File: config.mk
export PLATFORM = sky130hd
export DESIGN_NAME = irwt_timer
export DESIGN_NICKNAME = d
export VERILOG_FILES = /design/src/rtl/irwt_pkg.sv /design/src/rtl/irwt_prescaler.sv /design/src/rtl/irwt_timer.sv
export SDC_FILE = /design/constraint.sdc
export NUM_CORES = 1
export LEC_CHECK = 0
export ABC_AREA = 1
export BUFFER_PORTS_ARGS = -buffer_cell sky130_fd_sc_hd__buf_2
export CAP_MARGIN = 15
export CELL_PAD_IN_SITES_DETAIL_PLACEMENT = 1
export CELL_PAD_IN_SITES_GLOBAL_PLACEMENT = 1
export CORE_MARGIN = 5
export CORE_UTILIZATION = 39
export CTS_CLUSTER_DIAMETER = 80
export DETAILED_ROUTE_END_ITERATION = 6
export PLACE_DENSITY = 0.82
export SYNTH_ARGS = -nofsm -noshare
export SYNTH_HDL_FRONTEND = slang
export SYNTH_SLANG_ARGS = --single-unit
File: constraint.sdc
create_clock -name clk -period 3.9 [get_ports clk]
set_input_delay 0.78 -clock clk [delete_from_list [all_inputs] [get_ports clk]]
set_output_delay 0.78 -clock clk [all_outputs]
set_load 0.005 [all_outputs]
File: src/rtl/irwt_pkg.sv
// constants for the infrared wide timer with ping-pong output
// assumes a 32-bit classic wishbone slave port; each register is one aligned word
package irwt_pkg;

  localparam int WB_AW = 6;
  localparam int WB_DW = 32;

  // register byte addresses
  localparam logic [5:0] ADR_NARROW_CTRL   = 6'h00;
  localparam logic [5:0] ADR_SHARED_CTRL   = 6'h04;
  localparam logic [5:0] ADR_WIDE_CTRL     = 6'h08;
  localparam logic [5:0] ADR_WIDE_RLD_HI   = 6'h0C;
  localparam logic [5:0] ADR_WIDE_RLD_LO   = 6'h10;
  localparam logic [5:0] ADR_NARROW_RLD_HI = 6'h14;
  localparam logic [5:0] ADR_NARROW_RLD_LO = 6'h18;
  localparam logic [5:0] ADR_WIDE_CAP_HI   = 6'h1C;
  localparam logic [5:0] ADR_WIDE_CAP_LO   = 6'h20;
  localparam logic [5:0] ADR_EDGE_STAT     = 6'h24;

  // narrow and wide control fields
  localparam int CTL_EN_BIT      = 7;
  localparam int CTL_SINGLE_BIT  = 6;
  localparam int CTL_TOUT_BIT    = 5;
  localparam int WIDE_CLK_LSB    = 3;
  localparam int CTL_CAPMASK_BIT = 2;
  localparam int CTL_TOMASK_BIT  = 1;
  localparam int CTL_PIN_BIT     = 0;

  // shared control fields
  localparam int SH_DEMOD_BIT   = 7;
  localparam int SH_COMB_EN_BIT = 6;
  localparam int SH_SEL_LSB     = 4;
  localparam int SH_MODE_LSB    = 2;
  localparam int SH_NINIT_BIT   = 1;
  localparam int SH_WINIT_BIT   = 0;

  // edge status fields
  localparam int EDGE_RISE_BIT = 1;
  localparam int EDGE_FALL_BIT = 0;

  // output-mode field codes
  localparam logic [1:0] OM_NORMAL   = 2'h0;
  localparam logic [1:0] OM_PINGPONG = 2'h1;
  localparam logic [1:0] OM_FORCE0   = 2'h2;
  localparam logic [1:0] OM_FORCE1   = 2'h3;

  // combined pin logic codes, shared field with edge select
  localparam logic [1:0] COMB_AND  = 2'h0;
  localparam logic [1:0] COMB_OR   = 2'h1;
  localparam logic [1:0] COMB_NOR  = 2'h2;
  localparam logic [1:0] COMB_NAND = 2'h3;
  localparam logic [1:0] EDGE_FALL = 2'h1;
  localparam logic [1:0] EDGE_RISE = 2'h2;
  localparam logic [1:0] EDGE_BOTH = 2'h3;

  // reset values
  localparam logic [7:0]  CTRL_RST   = 8'h00;
  localparam logic [7:0]  RELOAD_RST = 8'h00;
  localparam logic [7:0]  CAP_RST    = 8'h00;
  localparam logic [15:0] WCNT_RST   = 16'h0000;
  localparam logic [7:0]  NCNT_RST   = 8'h00;

  // counter figures
  localparam logic [15:0] WIDE_ALL_ONES   = 16'hFFFF;
  localparam logic [7:0]  NARROW_ALL_ONES = 8'hFF;
  localparam logic [15:0] WIDE_TERM       = 16'h0001;
  localparam logic [7:0]  NARROW_TERM     = 8'h01;

  // prescaler masks for divide by 1, 2, 4, 8
  localparam logic [2:0] DIV1_MASK = 3'h0;
  localparam logic [2:0] DIV2_MASK = 3'h1;
  localparam logic [2:0] DIV4_MASK = 3'h3;
  localparam logic [2:0] DIV8_MASK = 3'h7;

endpackage

File: src/rtl/irwt_prescaler.sv
// clock-select prescaler for the wide counter
// assumes one clock; tick is a one-cycle enable, never a derived clock
`timescale 1ns/1ns
`default_nettype none
module irwt_prescaler (
  input  wire logic       clk,
  input  wire logic       reset,
  input  wire logic [1:0] div_sel,
  output logic            tick
);
  import irwt_pkg::*;

  typedef struct packed {
    logic [2:0] div_cnt_r;
  } irwt_pre_state_t;

  irwt_pre_state_t s_r;
  irwt_pre_state_t s_nxt;
  logic [2:0]      mask;

  always_comb begin
    s_nxt           = s_r;
    s_nxt.div_cnt_r = s_r.div_cnt_r + 3'h1;
    case (div_sel)
      2'h0:    mask = DIV1_MASK;
      2'h1:    mask = DIV2_MASK;
      2'h2:    mask = DIV4_MASK;
      default: mask = DIV8_MASK;
    endcase
    tick = ((s_r.div_cnt_r & mask) == mask); // RULE22
  end

  always_ff @(posedge clk or posedge reset) begin
    if (reset) begin
      s_r <= '0;
    end else begin
      s_r <= s_nxt;
    end
  end

endmodule
`default_nettype wire

File: src/rtl/irwt_timer.sv
// wide ir timer: transmit, demodulation and ping-pong with the narrow counter
// assumes rx_in and port_data are synchronous to clk; wishbone classic slave
//
// Added by the designer: the register offsets and the Wishbone register port.
`timescale 1ns/1ns
`default_nettype none
// Summary of operation
// [RULE1] disabled wide output in normal or ping-pong shows inverse of initial level
// [RULE2] output-mode 10 or 11 forces wide output to 0 or 1 always
// [RULE3] transmit enable loads high*256+low reload and drives initial level
// [RULE4] transmit terminal count toggles output, sets timeout, masked interrupt pulse
// [RULE5] single-pass stops at terminal count; modulo-N reloads and keeps counting
// [RULE6] reload writes accepted anytime, used only at next load
// [RULE7] software writes all ones to both wide reloads before demodulation
// [RULE8] demodulation: first selected edge after enable captures, reloads, starts counting
// [RULE9] edge-handling 0: later edges capture complement, set edge status, reload ones
// [RULE10] edge-handling 1: ignore edges; narrow timeout captures without reload
// [RULE11] writing edge-handling 0 then 1 re-arms capture on next edge
// [RULE12] demodulation zero continues from all ones, sets timeout, masked interrupt
// [RULE13] software uses ping-pong only in transmit with both counters single-pass
// [RULE14] ping-pong: each counter's terminal count stops it and starts the other
// [RULE15] software ends ping-pong by writing 00 to output-mode field
// [RULE16] ping-pong hardware toggles both enables, sets timeouts at each terminal
// [RULE17] software never programs count 1, reloads before restarting a timer
// [RULE18] software stops counters and clears flags before enabling ping-pong
// [RULE19] pins carry narrow, wide or combined output when their bits are set
// [RULE20] narrow demodulation timeout sets status and continues from all ones
// [RULE21] writing 1 clears wide timeout status; writing 0 leaves it
// [RULE22] two-bit clock field divides wide counter clock by 1, 2, 4, 8
// [RULE23] timeout and edge status stay set until cleared, regardless of masks
module irwt_timer (
  input  wire logic                       clk,
  input  wire logic                       reset,
  input  wire logic [irwt_pkg::WB_AW-1:0] adr_i,
  input  wire logic [irwt_pkg::WB_DW-1:0] dat_i,
  output logic      [irwt_pkg::WB_DW-1:0] dat_o,
  input  wire logic                       we_i,
  input  wire logic [3:0]                 sel_i,
  input  wire logic                       cyc_i,
  input  wire logic                       stb_i,
  output logic                            ack_o,
  input  wire logic                       rx_in,
  input  wire logic [2:0]                 port_data,
  output logic                            narrow_out_pin,
  output logic                            wide_out_pin,
  output logic                            combined_out_pin,
  output logic                            wide_timeout_irq,
  output logic                            wide_capture_irq,
  output logic                            narrow_timeout_irq
);
  import irwt_pkg::*;

  typedef struct packed {
    logic [7:0]  narrow_ctrl_r, shared_ctrl_r, wide_ctrl_r;
    logic [7:0]  wide_reload_high_r, wide_reload_low_r;
    logic [7:0]  narrow_reload_high_r, narrow_reload_low_r;
    logic [7:0]  wide_capture_high_r, wide_capture_low_r;
    logic [1:0]  edge_stat_r;
    logic [15:0] wcnt_r;
    logic [7:0]  ncnt_r;
    logic        wout_r, nout_r, wloaded_r, nloaded_r;
    logic        wrun_r, wpend_r, rx_prev_r, ack_r;
    logic [7:0]  rdat_r;
    logic        npin_r, wpin_r, cpin_r;
    logic        wto_irq_r, wcap_irq_r, nto_irq_r;
  } irwt_state_t;

  irwt_state_t s;
  irwt_state_t s_nxt;

  logic       tick, req, wb_wr;
  logic [7:0] rd_byte;
  logic       demod;
  logic [1:0] omode, esel;
  logic       rise, fall, edge_hit;
  logic       n_to, n_term, w_to, w_term, w_wrap, w_load, cap_evt;
  logic       wide_level, narrow_level, comb_level;

  ////////////////////////////////////////////////////////////////////////////
  irwt_prescaler u_pre (
    .clk     (clk),
    .reset   (reset),
    .div_sel (s.wide_ctrl_r[WIDE_CLK_LSB+1:WIDE_CLK_LSB]),
    .tick    (tick)
  );

  assign req   = cyc_i & stb_i;
  // write lands on the edge where the master sees ack
  assign wb_wr = req & s.ack_r & we_i & sel_i[0];
  assign demod = s.shared_ctrl_r[SH_DEMOD_BIT];
  assign omode = s.shared_ctrl_r[SH_MODE_LSB+1:SH_MODE_LSB];
  assign esel  = s.shared_ctrl_r[SH_SEL_LSB+1:SH_SEL_LSB];
  assign rise  = rx_in & ~s.rx_prev_r;
  assign fall  = ~rx_in & s.rx_prev_r;
  assign edge_hit = (rise & esel[1]) | (fall & esel[0]); // RULE8

  assign narrow_level = s.narrow_ctrl_r[CTL_EN_BIT] ? s.nout_r
                                                     : ~s.shared_ctrl_r[SH_NINIT_BIT];
  always_comb begin
    if (omode[1]) begin
      wide_level = omode[0]; // RULE2
    end else if (s.wide_ctrl_r[CTL_EN_BIT]) begin
      wide_level = s.wout_r;
    end else begin
      wide_level = ~s.shared_ctrl_r[SH_WINIT_BIT]; // RULE1
    end
  end

  always_comb begin
    case (esel)
      COMB_AND: comb_level = narrow_level & wide_level;
      COMB_OR:  comb_level = narrow_level | wide_level;
      COMB_NOR: comb_level = ~(narrow_level | wide_level);
      default:  comb_level = ~(narrow_level & wide_level);
    endcase
  end

  always_comb begin
    case (adr_i)
      ADR_NARROW_CTRL:   rd_byte = s.narrow_ctrl_r;
      ADR_SHARED_CTRL:   rd_byte = s.shared_ctrl_r;
      ADR_WIDE_CTRL:     rd_byte = s.wide_ctrl_r;
      ADR_WIDE_RLD_HI:   rd_byte = s.wide_reload_high_r;
      ADR_WIDE_RLD_LO:   rd_byte = s.wide_reload_low_r;
      ADR_NARROW_RLD_HI: rd_byte = s.narrow_reload_high_r;
      ADR_NARROW_RLD_LO: rd_byte = s.narrow_reload_low_r;
      ADR_WIDE_CAP_HI:   rd_byte = s.wide_capture_high_r;
      ADR_WIDE_CAP_LO:   rd_byte = s.wide_capture_low_r;
      ADR_EDGE_STAT:     rd_byte = {6'h00, s.edge_stat_r};
      default:           rd_byte = 8'h00;
    endcase
  end

  ////////////////////////////////////////////////////////////////////////////
  always_comb begin
    s_nxt            = s;
    n_to             = 1'b0;
    n_term           = 1'b0;
    w_to             = 1'b0;
    w_term           = 1'b0;
    w_wrap           = 1'b0;
    w_load           = 1'b0;
    cap_evt          = 1'b0;
    s_nxt.rx_prev_r  = rx_in;
    s_nxt.ack_r      = req & ~s.ack_r;
    s_nxt.wcap_irq_r = 1'b0;
    if (req & ~s.ack_r) begin
      s_nxt.rdat_r = rd_byte;
    end

    // software writes first, so hardware sets below win over clears
    if (wb_wr) begin
      case (adr_i)
        ADR_NARROW_CTRL: begin
          s_nxt.narrow_ctrl_r = {dat_i[7:6], s.narrow_ctrl_r[CTL_TOUT_BIT] & ~dat_i[5],
                                 dat_i[4:0]};
        end
        ADR_WIDE_CTRL: begin
          s_nxt.wide_ctrl_r = {dat_i[7:6], s.wide_ctrl_r[CTL_TOUT_BIT] & ~dat_i[5],
                               dat_i[4:0]}; // RULE21
          if (~s.wide_ctrl_r[CTL_SINGLE_BIT] & dat_i[CTL_SINGLE_BIT] & s.wrun_r) begin
            s_nxt.wpend_r = 1'b1; // RULE11
          end
        end
        ADR_SHARED_CTRL:   s_nxt.shared_ctrl_r = dat_i[7:0];
        ADR_WIDE_RLD_HI:   s_nxt.wide_reload_high_r = dat_i[7:0]; // RULE6
        ADR_WIDE_RLD_LO:   s_nxt.wide_reload_low_r = dat_i[7:0]; // RULE6
        ADR_NARROW_RLD_HI: s_nxt.narrow_reload_high_r = dat_i[7:0];
        ADR_NARROW_RLD_LO: s_nxt.narrow_reload_low_r = dat_i[7:0];
        ADR_EDGE_STAT:     s_nxt.edge_stat_r = s.edge_stat_r & ~dat_i[1:0];
        default: begin
        end
      endcase
    end

    // narrow counter, one count per clock
    if (!s_nxt.narrow_ctrl_r[CTL_EN_BIT]) begin
      s_nxt.nloaded_r = 1'b0;
    end else if (!s.nloaded_r) begin
      s_nxt.nloaded_r = 1'b1;
      s_nxt.nout_r    = s.shared_ctrl_r[SH_NINIT_BIT];
      if (demod) begin
        s_nxt.ncnt_r = NARROW_ALL_ONES;
      end else if (s.shared_ctrl_r[SH_NINIT_BIT]) begin
        s_nxt.ncnt_r = s.narrow_reload_high_r;
      end else begin
        s_nxt.ncnt_r = s.narrow_reload_low_r;
      end
    end else if (demod) begin
      if (s.ncnt_r == NCNT_RST) begin
        n_to         = 1'b1;
        s_nxt.ncnt_r = NARROW_ALL_ONES; // RULE20
      end else begin
        s_nxt.ncnt_r = s.ncnt_r - 8'h01;
      end
    end else if (s.ncnt_r == NARROW_TERM) begin
      n_term       = 1'b1;
      n_to         = 1'b1;
      s_nxt.nout_r = ~s.nout_r;
      if (s.narrow_ctrl_r[CTL_SINGLE_BIT]) begin
        s_nxt.narrow_ctrl_r[CTL_EN_BIT] = 1'b0;
        if (omode == OM_PINGPONG) begin
          s_nxt.wide_ctrl_r[CTL_EN_BIT] = 1'b1; // RULE14 RULE16
        end
      end else if (s.nout_r) begin
        s_nxt.ncnt_r = s.narrow_reload_low_r;
      end else begin
        s_nxt.ncnt_r = s.narrow_reload_high_r;
      end
    end else begin
      s_nxt.ncnt_r = s.ncnt_r - 8'h01;
    end

    // wide counter
    if (!s_nxt.wide_ctrl_r[CTL_EN_BIT]) begin
      s_nxt.wloaded_r = 1'b0;
      s_nxt.wrun_r    = 1'b0;
      s_nxt.wpend_r   = 1'b0;
    end else if (!s.wloaded_r) begin
      s_nxt.wloaded_r = 1'b1;
      if (demod) begin
        s_nxt.wpend_r = 1'b1; // RULE8
        s_nxt.wrun_r  = 1'b0;
      end else begin
        w_load       = 1'b1;
        s_nxt.wcnt_r = {s.wide_reload_high_r, s.wide_reload_low_r}; // RULE3
        s_nxt.wout_r = s.shared_ctrl_r[SH_WINIT_BIT]; // RULE3
      end
    end else if (demod) begin
      if (edge_hit && (s.wpend_r || (s.wrun_r && !s.wide_ctrl_r[CTL_SINGLE_BIT]))) begin
        // every accepted edge captures; edge status only once the count runs
        cap_evt       = 1'b1;
        s_nxt.wpend_r = 1'b0;
        s_nxt.wrun_r  = 1'b1;
        s_nxt.wcnt_r  = s.wpend_r ? {s.wide_reload_high_r, s.wide_reload_low_r}
                                  : WIDE_ALL_ONES; // RULE8 RULE9
        if (s.wrun_r) begin
          s_nxt.edge_stat_r = s_nxt.edge_stat_r | {rise, fall}; // RULE9 RULE23
        end
      end else if (s.wrun_r) begin
        if (s.wide_ctrl_r[CTL_SINGLE_BIT] && n_to) begin
          cap_evt = 1'b1; // RULE10
        end
        if (tick) begin
          if (s.wcnt_r == WCNT_RST) begin
            w_wrap       = 1'b1;
            w_to         = 1'b1;
            s_nxt.wcnt_r = WIDE_ALL_ONES; // RULE12
          end else begin
            s_nxt.wcnt_r = s.wcnt_r - 16'h0001;
          end
        end
      end
      if (cap_evt) begin
        s_nxt.wide_capture_high_r = ~s.wcnt_r[15:8]; // RULE9
        s_nxt.wide_capture_low_r  = ~s.wcnt_r[7:0];
        s_nxt.wcap_irq_r          = s.wide_ctrl_r[CTL_CAPMASK_BIT];
      end
    end else if (tick) begin
      if (s.wcnt_r == WIDE_TERM) begin
        w_term       = 1'b1;
        w_to         = 1'b1;
        s_nxt.wout_r = ~s.wout_r; // RULE4
        if (s.wide_ctrl_r[CTL_SINGLE_BIT]) begin
          s_nxt.wide_ctrl_r[CTL_EN_BIT] = 1'b0; // RULE5
          if (omode == OM_PINGPONG) begin
            s_nxt.narrow_ctrl_r[CTL_EN_BIT] = 1'b1; // RULE14 RULE16
          end
        end else begin
          s_nxt.wcnt_r = {s.wide_reload_high_r, s.wide_reload_low_r}; // RULE5
        end
      end else begin
        s_nxt.wcnt_r = s.wcnt_r - 16'h0001;
      end
    end

    // sticky status; set wins over a same-cycle clear
    s_nxt.wide_ctrl_r[CTL_TOUT_BIT]   = s_nxt.wide_ctrl_r[CTL_TOUT_BIT] | w_to; // RULE4 RULE23
    s_nxt.narrow_ctrl_r[CTL_TOUT_BIT] = s_nxt.narrow_ctrl_r[CTL_TOUT_BIT] | n_to; // RULE16
    s_nxt.wto_irq_r = w_to & s.wide_ctrl_r[CTL_TOMASK_BIT]; // RULE4 RULE12
    s_nxt.nto_irq_r = n_to & s.narrow_ctrl_r[CTL_TOMASK_BIT];

    // pins fall back to the port latch when not routed
    s_nxt.npin_r = s.narrow_ctrl_r[CTL_PIN_BIT] ? narrow_level : port_data[0]; // RULE19
    s_nxt.wpin_r = s.wide_ctrl_r[CTL_PIN_BIT] ? wide_level : port_data[1]; // RULE19
    s_nxt.cpin_r = s.shared_ctrl_r[SH_COMB_EN_BIT] ? comb_level : port_data[2]; // RULE19
  end

  always_ff @(posedge clk or posedge reset) begin
    if (reset) begin
      s                      <= '0;
      s.narrow_ctrl_r        <= CTRL_RST;
      s.shared_ctrl_r        <= CTRL_RST;
      s.wide_ctrl_r          <= CTRL_RST;
      s.wide_reload_high_r   <= RELOAD_RST;
      s.wide_reload_low_r    <= RELOAD_RST;
      s.narrow_reload_high_r <= RELOAD_RST;
      s.narrow_reload_low_r  <= RELOAD_RST;
      s.wide_capture_high_r  <= CAP_RST;
      s.wide_capture_low_r   <= CAP_RST;
      s.wcnt_r               <= WCNT_RST;
      s.ncnt_r               <= NCNT_RST;
    end else begin
      s <= s_nxt;
    end
  end

  assign dat_o              = {24'h000000, s.rdat_r};
  assign ack_o              = s.ack_r;
  assign narrow_out_pin     = s.npin_r;
  assign wide_out_pin       = s.wpin_r;
  assign combined_out_pin   = s.cpin_r;
  assign wide_timeout_irq   = s.wto_irq_r;
  assign wide_capture_irq   = s.wcap_irq_r;
  assign narrow_timeout_irq = s.nto_irq_r;
endmodule
`default_nettype wire

==> flow_summary.json <==
{
  "dr_total_vias": 6599,
  "drc": 0,
  "io_buffers": 38,
  "crit_end": "s[48]",
  "die_h_um": 145,
  "synth.distinct_cells": 39,
  "initial_core_util_pct": 39.6,
  "max_cap_viol_count": 0,
  "antennaDiodeCount": 0,
  "fp.dieArea_um2": 20900,
  "crit_chain": "inv_2 -> nand2_1 -> nor2_1 -> nand2_1 -> inv_2 -> nor2_2 -> nor2_8 -> nand2_2 -> o21ai_4 -> nand2_4 -> nand2_1 -> nand2_1",
  "synth_edf_count": 0,
  "max_slew.worst_pin.slew_ns": 0.916,
  "cp_num_buf_inv": 2,
  "via_per_inst": 5.44,
  "rsz0062_at_grt": "no",
  "cts_buffers": 17,
  "synth.yosys.seq_area_share_pct": 43.5,
  "status": "completed",
  "die_x_um": 145,
  "grtUsageTotal_pct": 23.1,
  "ys_ff_latch": 123,
  "slew_headroom_pct": 39.0,
  "grt_start_max_net_pins": 124,
  "arrival_ns": 3.23,
  "critPathSlowestCell": "dfrtp_1",
  "cts_buffer_depth": 2,
  "cp.depth": 12,
  "core_um2": 17900,
  "postSynthCellCount": 945,
  "end_kind": "flip-flop",
  "wirelength_um": 23400,
  "rr_worst_depth": 12,
  "critical_path.top_delay_family": "simple AND/OR/NAND/NOR gates",
  "timing.rr.start": "demod",
  "start_kind": "flip-flop",
  "cts-root-buf": "clkbuf_16",
  "grt-ovfl-total": 0,
  "finClkSkew_ns": 0.00842,
  "rows": 49,
  "dr.pass1.iters": 5,
  "p_leak_uw": 0.00387,
  "async_flop_share_pct": 100,
  "ff2ff_setup_slack_ns": 0.99,
  "yosysMostFrequentCell": "nand2_1",
  "dp.cells": 1182,
  "fin_cells": 1213,
  "nNetsFinal": 1029,
  "grt_pass1_vias": 6702,
  "netlist_area_um2": 7080,
  "path_max_fanout": 17,
  "yosys_warnings": 0,
  "synthFlopType": "dfrtp_1",
  "routed_wire_length_per_instance_um": 19.3,
  "area_growth_pct": 11.5,
  "hold_viol": 0,
  "crit_start": "demod",
  "crit_top_cell": "nand2_1",
  "path_class": "reg -> reg",
  "synth_commonest_cells": "nand2_1, dfrtp_1, o21ai_0",
  "grt_pass1_wl_um": 36500,
  "r2r_end": "s[48]",
  "worstPathRequired_ns": 4.22,
  "gp_congestion": 0.946,
  "cpPeakStageDelay_ns": 0.63,
  "finalSetupTns_ns": 0,
  "cts_max_level": 4,
  "synth_area_leaders": "dfrtp_1, nand2_1, o21ai_0, nand3_1, inv_1",
  "clkSinkCount": 123,
  "cts_setup_buffers": 0,
  "drive_above_1_share_pct": 10.7,
  "ant_nets": 0,
  "hold_path.class": "in -> async",
  "powerDensity_nw_per_um2": 457,
  "ir_drop_v": 0.000320,
  "finalSetupViolations": 0,
  "slew_viol_final": 0,
  "postCtsResizedCells": 0,
  "cts_tree": "done",
  "place_ws_ns": 1.02,
  "clk_pin_slew_ns": 0.06,
  "fin_crit_sh_pct": 74.6,
  "antenna_found_initial": 1,
  "fmax_ghz": 0.344,
  "min_period_ns": 2.91,
  "hpwlAfterDp_um": 16900,
  "clock_latency_ns": 0.43,
  "holdWs_ns": 0.424,
  "avgSynthCellArea_um2": 7.49,
  "drt_iter0_drc": 536,
  "pin_count": 90,
  "setup_ws_ns": 0.990,
  "holdBufCountCts": 0,
  "synth_top_area_share_pct": 43.5,
  "yosysTopAreaCell": "dfrtp_1"
}
==> worst reg2reg max path: cells and delay by family, from the launching register on <==
kind            cells  cell delay, ns
simple gates        9            1.24
flops               1            0.63
buf+inv             2            0.47
compound gates      1            0.47
==> stage by stage <==
step	utilization (%)	area (um2)	total power (uW)
floorplan	-	7170	1890
global placement	40.9	7320	2010
detailed placement	40.9	7320	2050
CTS	44.1	7890	3630
global route	44.1	7890	3790
finish	44.1	7890	3610
==> report_power, final <==
group	internal (uW)	total [uW]	switching [uW]	leakage (uW)
clock network	937	1580	638	0.000276
registers	1380	1500	119	0.00162
logic	191	538	346	0.00198
==> per-layer routing <==
metal / global-route usage, % / up-vias / share of wire (%)
li1: - / 3058 / -
met1: 29.8 / 3311 / 43
met2: 36.9 / 175 / 48
met3: 6.28 / 53 / 6.0
met4: 8.84 / 2 / 2.8
met5: 0 / - / 0.030
==> layout make-up <==
cell class / count / area, um2
tap: 229 / 287
clock inverter: 14 / 146
sequential: 123 / 3080
multi-input combinational: 671 / 3280
clock buffer: 17 / 425
fill: 2280 / 10000
inverter: 119 / 455
timing repair buffer: 40 / 218
==> how the worst min path moves through the flow <==
stage | from | to | cells after the start
final | reset | s[26] | 3
after global routing | u_pre.s_r[2] | u_pre.s_r[2] | 1
after CTS | s[56] | s[56] | 2
after detailed placement | s[56] | s[56] | 2
after global placement | u_pre.s_r[2] | u_pre.s_r[2] | 1
after floorplan | u_pre.s_r[2] | u_pre.s_r[2] | 1
==> sequential cells by signal, indices dropped and copies added, names as in the netlist <==
signal and count:
s 100, dat_o 8, u_pre.s_r 3, esel 2, omode 2, ack_o 1
combined_out_pin 1, demod 1, narrow_out_pin 1, narrow_timeout_irq 1, wide_capture_irq 1, wide_out_pin 1
wide_timeout_irq 1
==> cells in the final DEF (no fill, tap or decap), drive strengths merged <==
| master | instances |
|---|---|
| nand4 | 12 |
| nor3 | 5 |
| o21ai | 120 |
| a31oi | 1 |
| dfrtp | 123 |
| xor2 | 12 |
| o211ai | 2 |
| clkinvlp | 4 |
| mux2 | 1 |
| a221oi | 1 |
| o22ai | 15 |
| conb | 24 |
| nand3 | 90 |
| buf | 40 |
| nand3b | 6 |
| ha | 6 |
| inv | 119 |
| a22oi | 8 |
| clkinv | 8 |
| xnor2 | 2 |
| o2111ai | 3 |
| a21oi | 13 |
| bufinv | 2 |
| o21bai | 2 |
| nor2 | 60 |
| o21a | 1 |
| nand2 | 287 |
| clkbuf | 17 |
==> kinds of logic (layout without fill, tap and decap cells) <==
kind of cell	Yosys count	count (layout)	share of synthesized area, %
simple gates	460	460	29.2
other cells	1	24	0.0530
fa+ha+maj	6	6	1.06
buf+inv	174	190	11.4
flops	123	123	43.5
compound gates	166	166	13.0
mux	1	1	0.159
xor+xnor	14	14	1.73
Note: power is estimated with default switching activity, not from simulation.
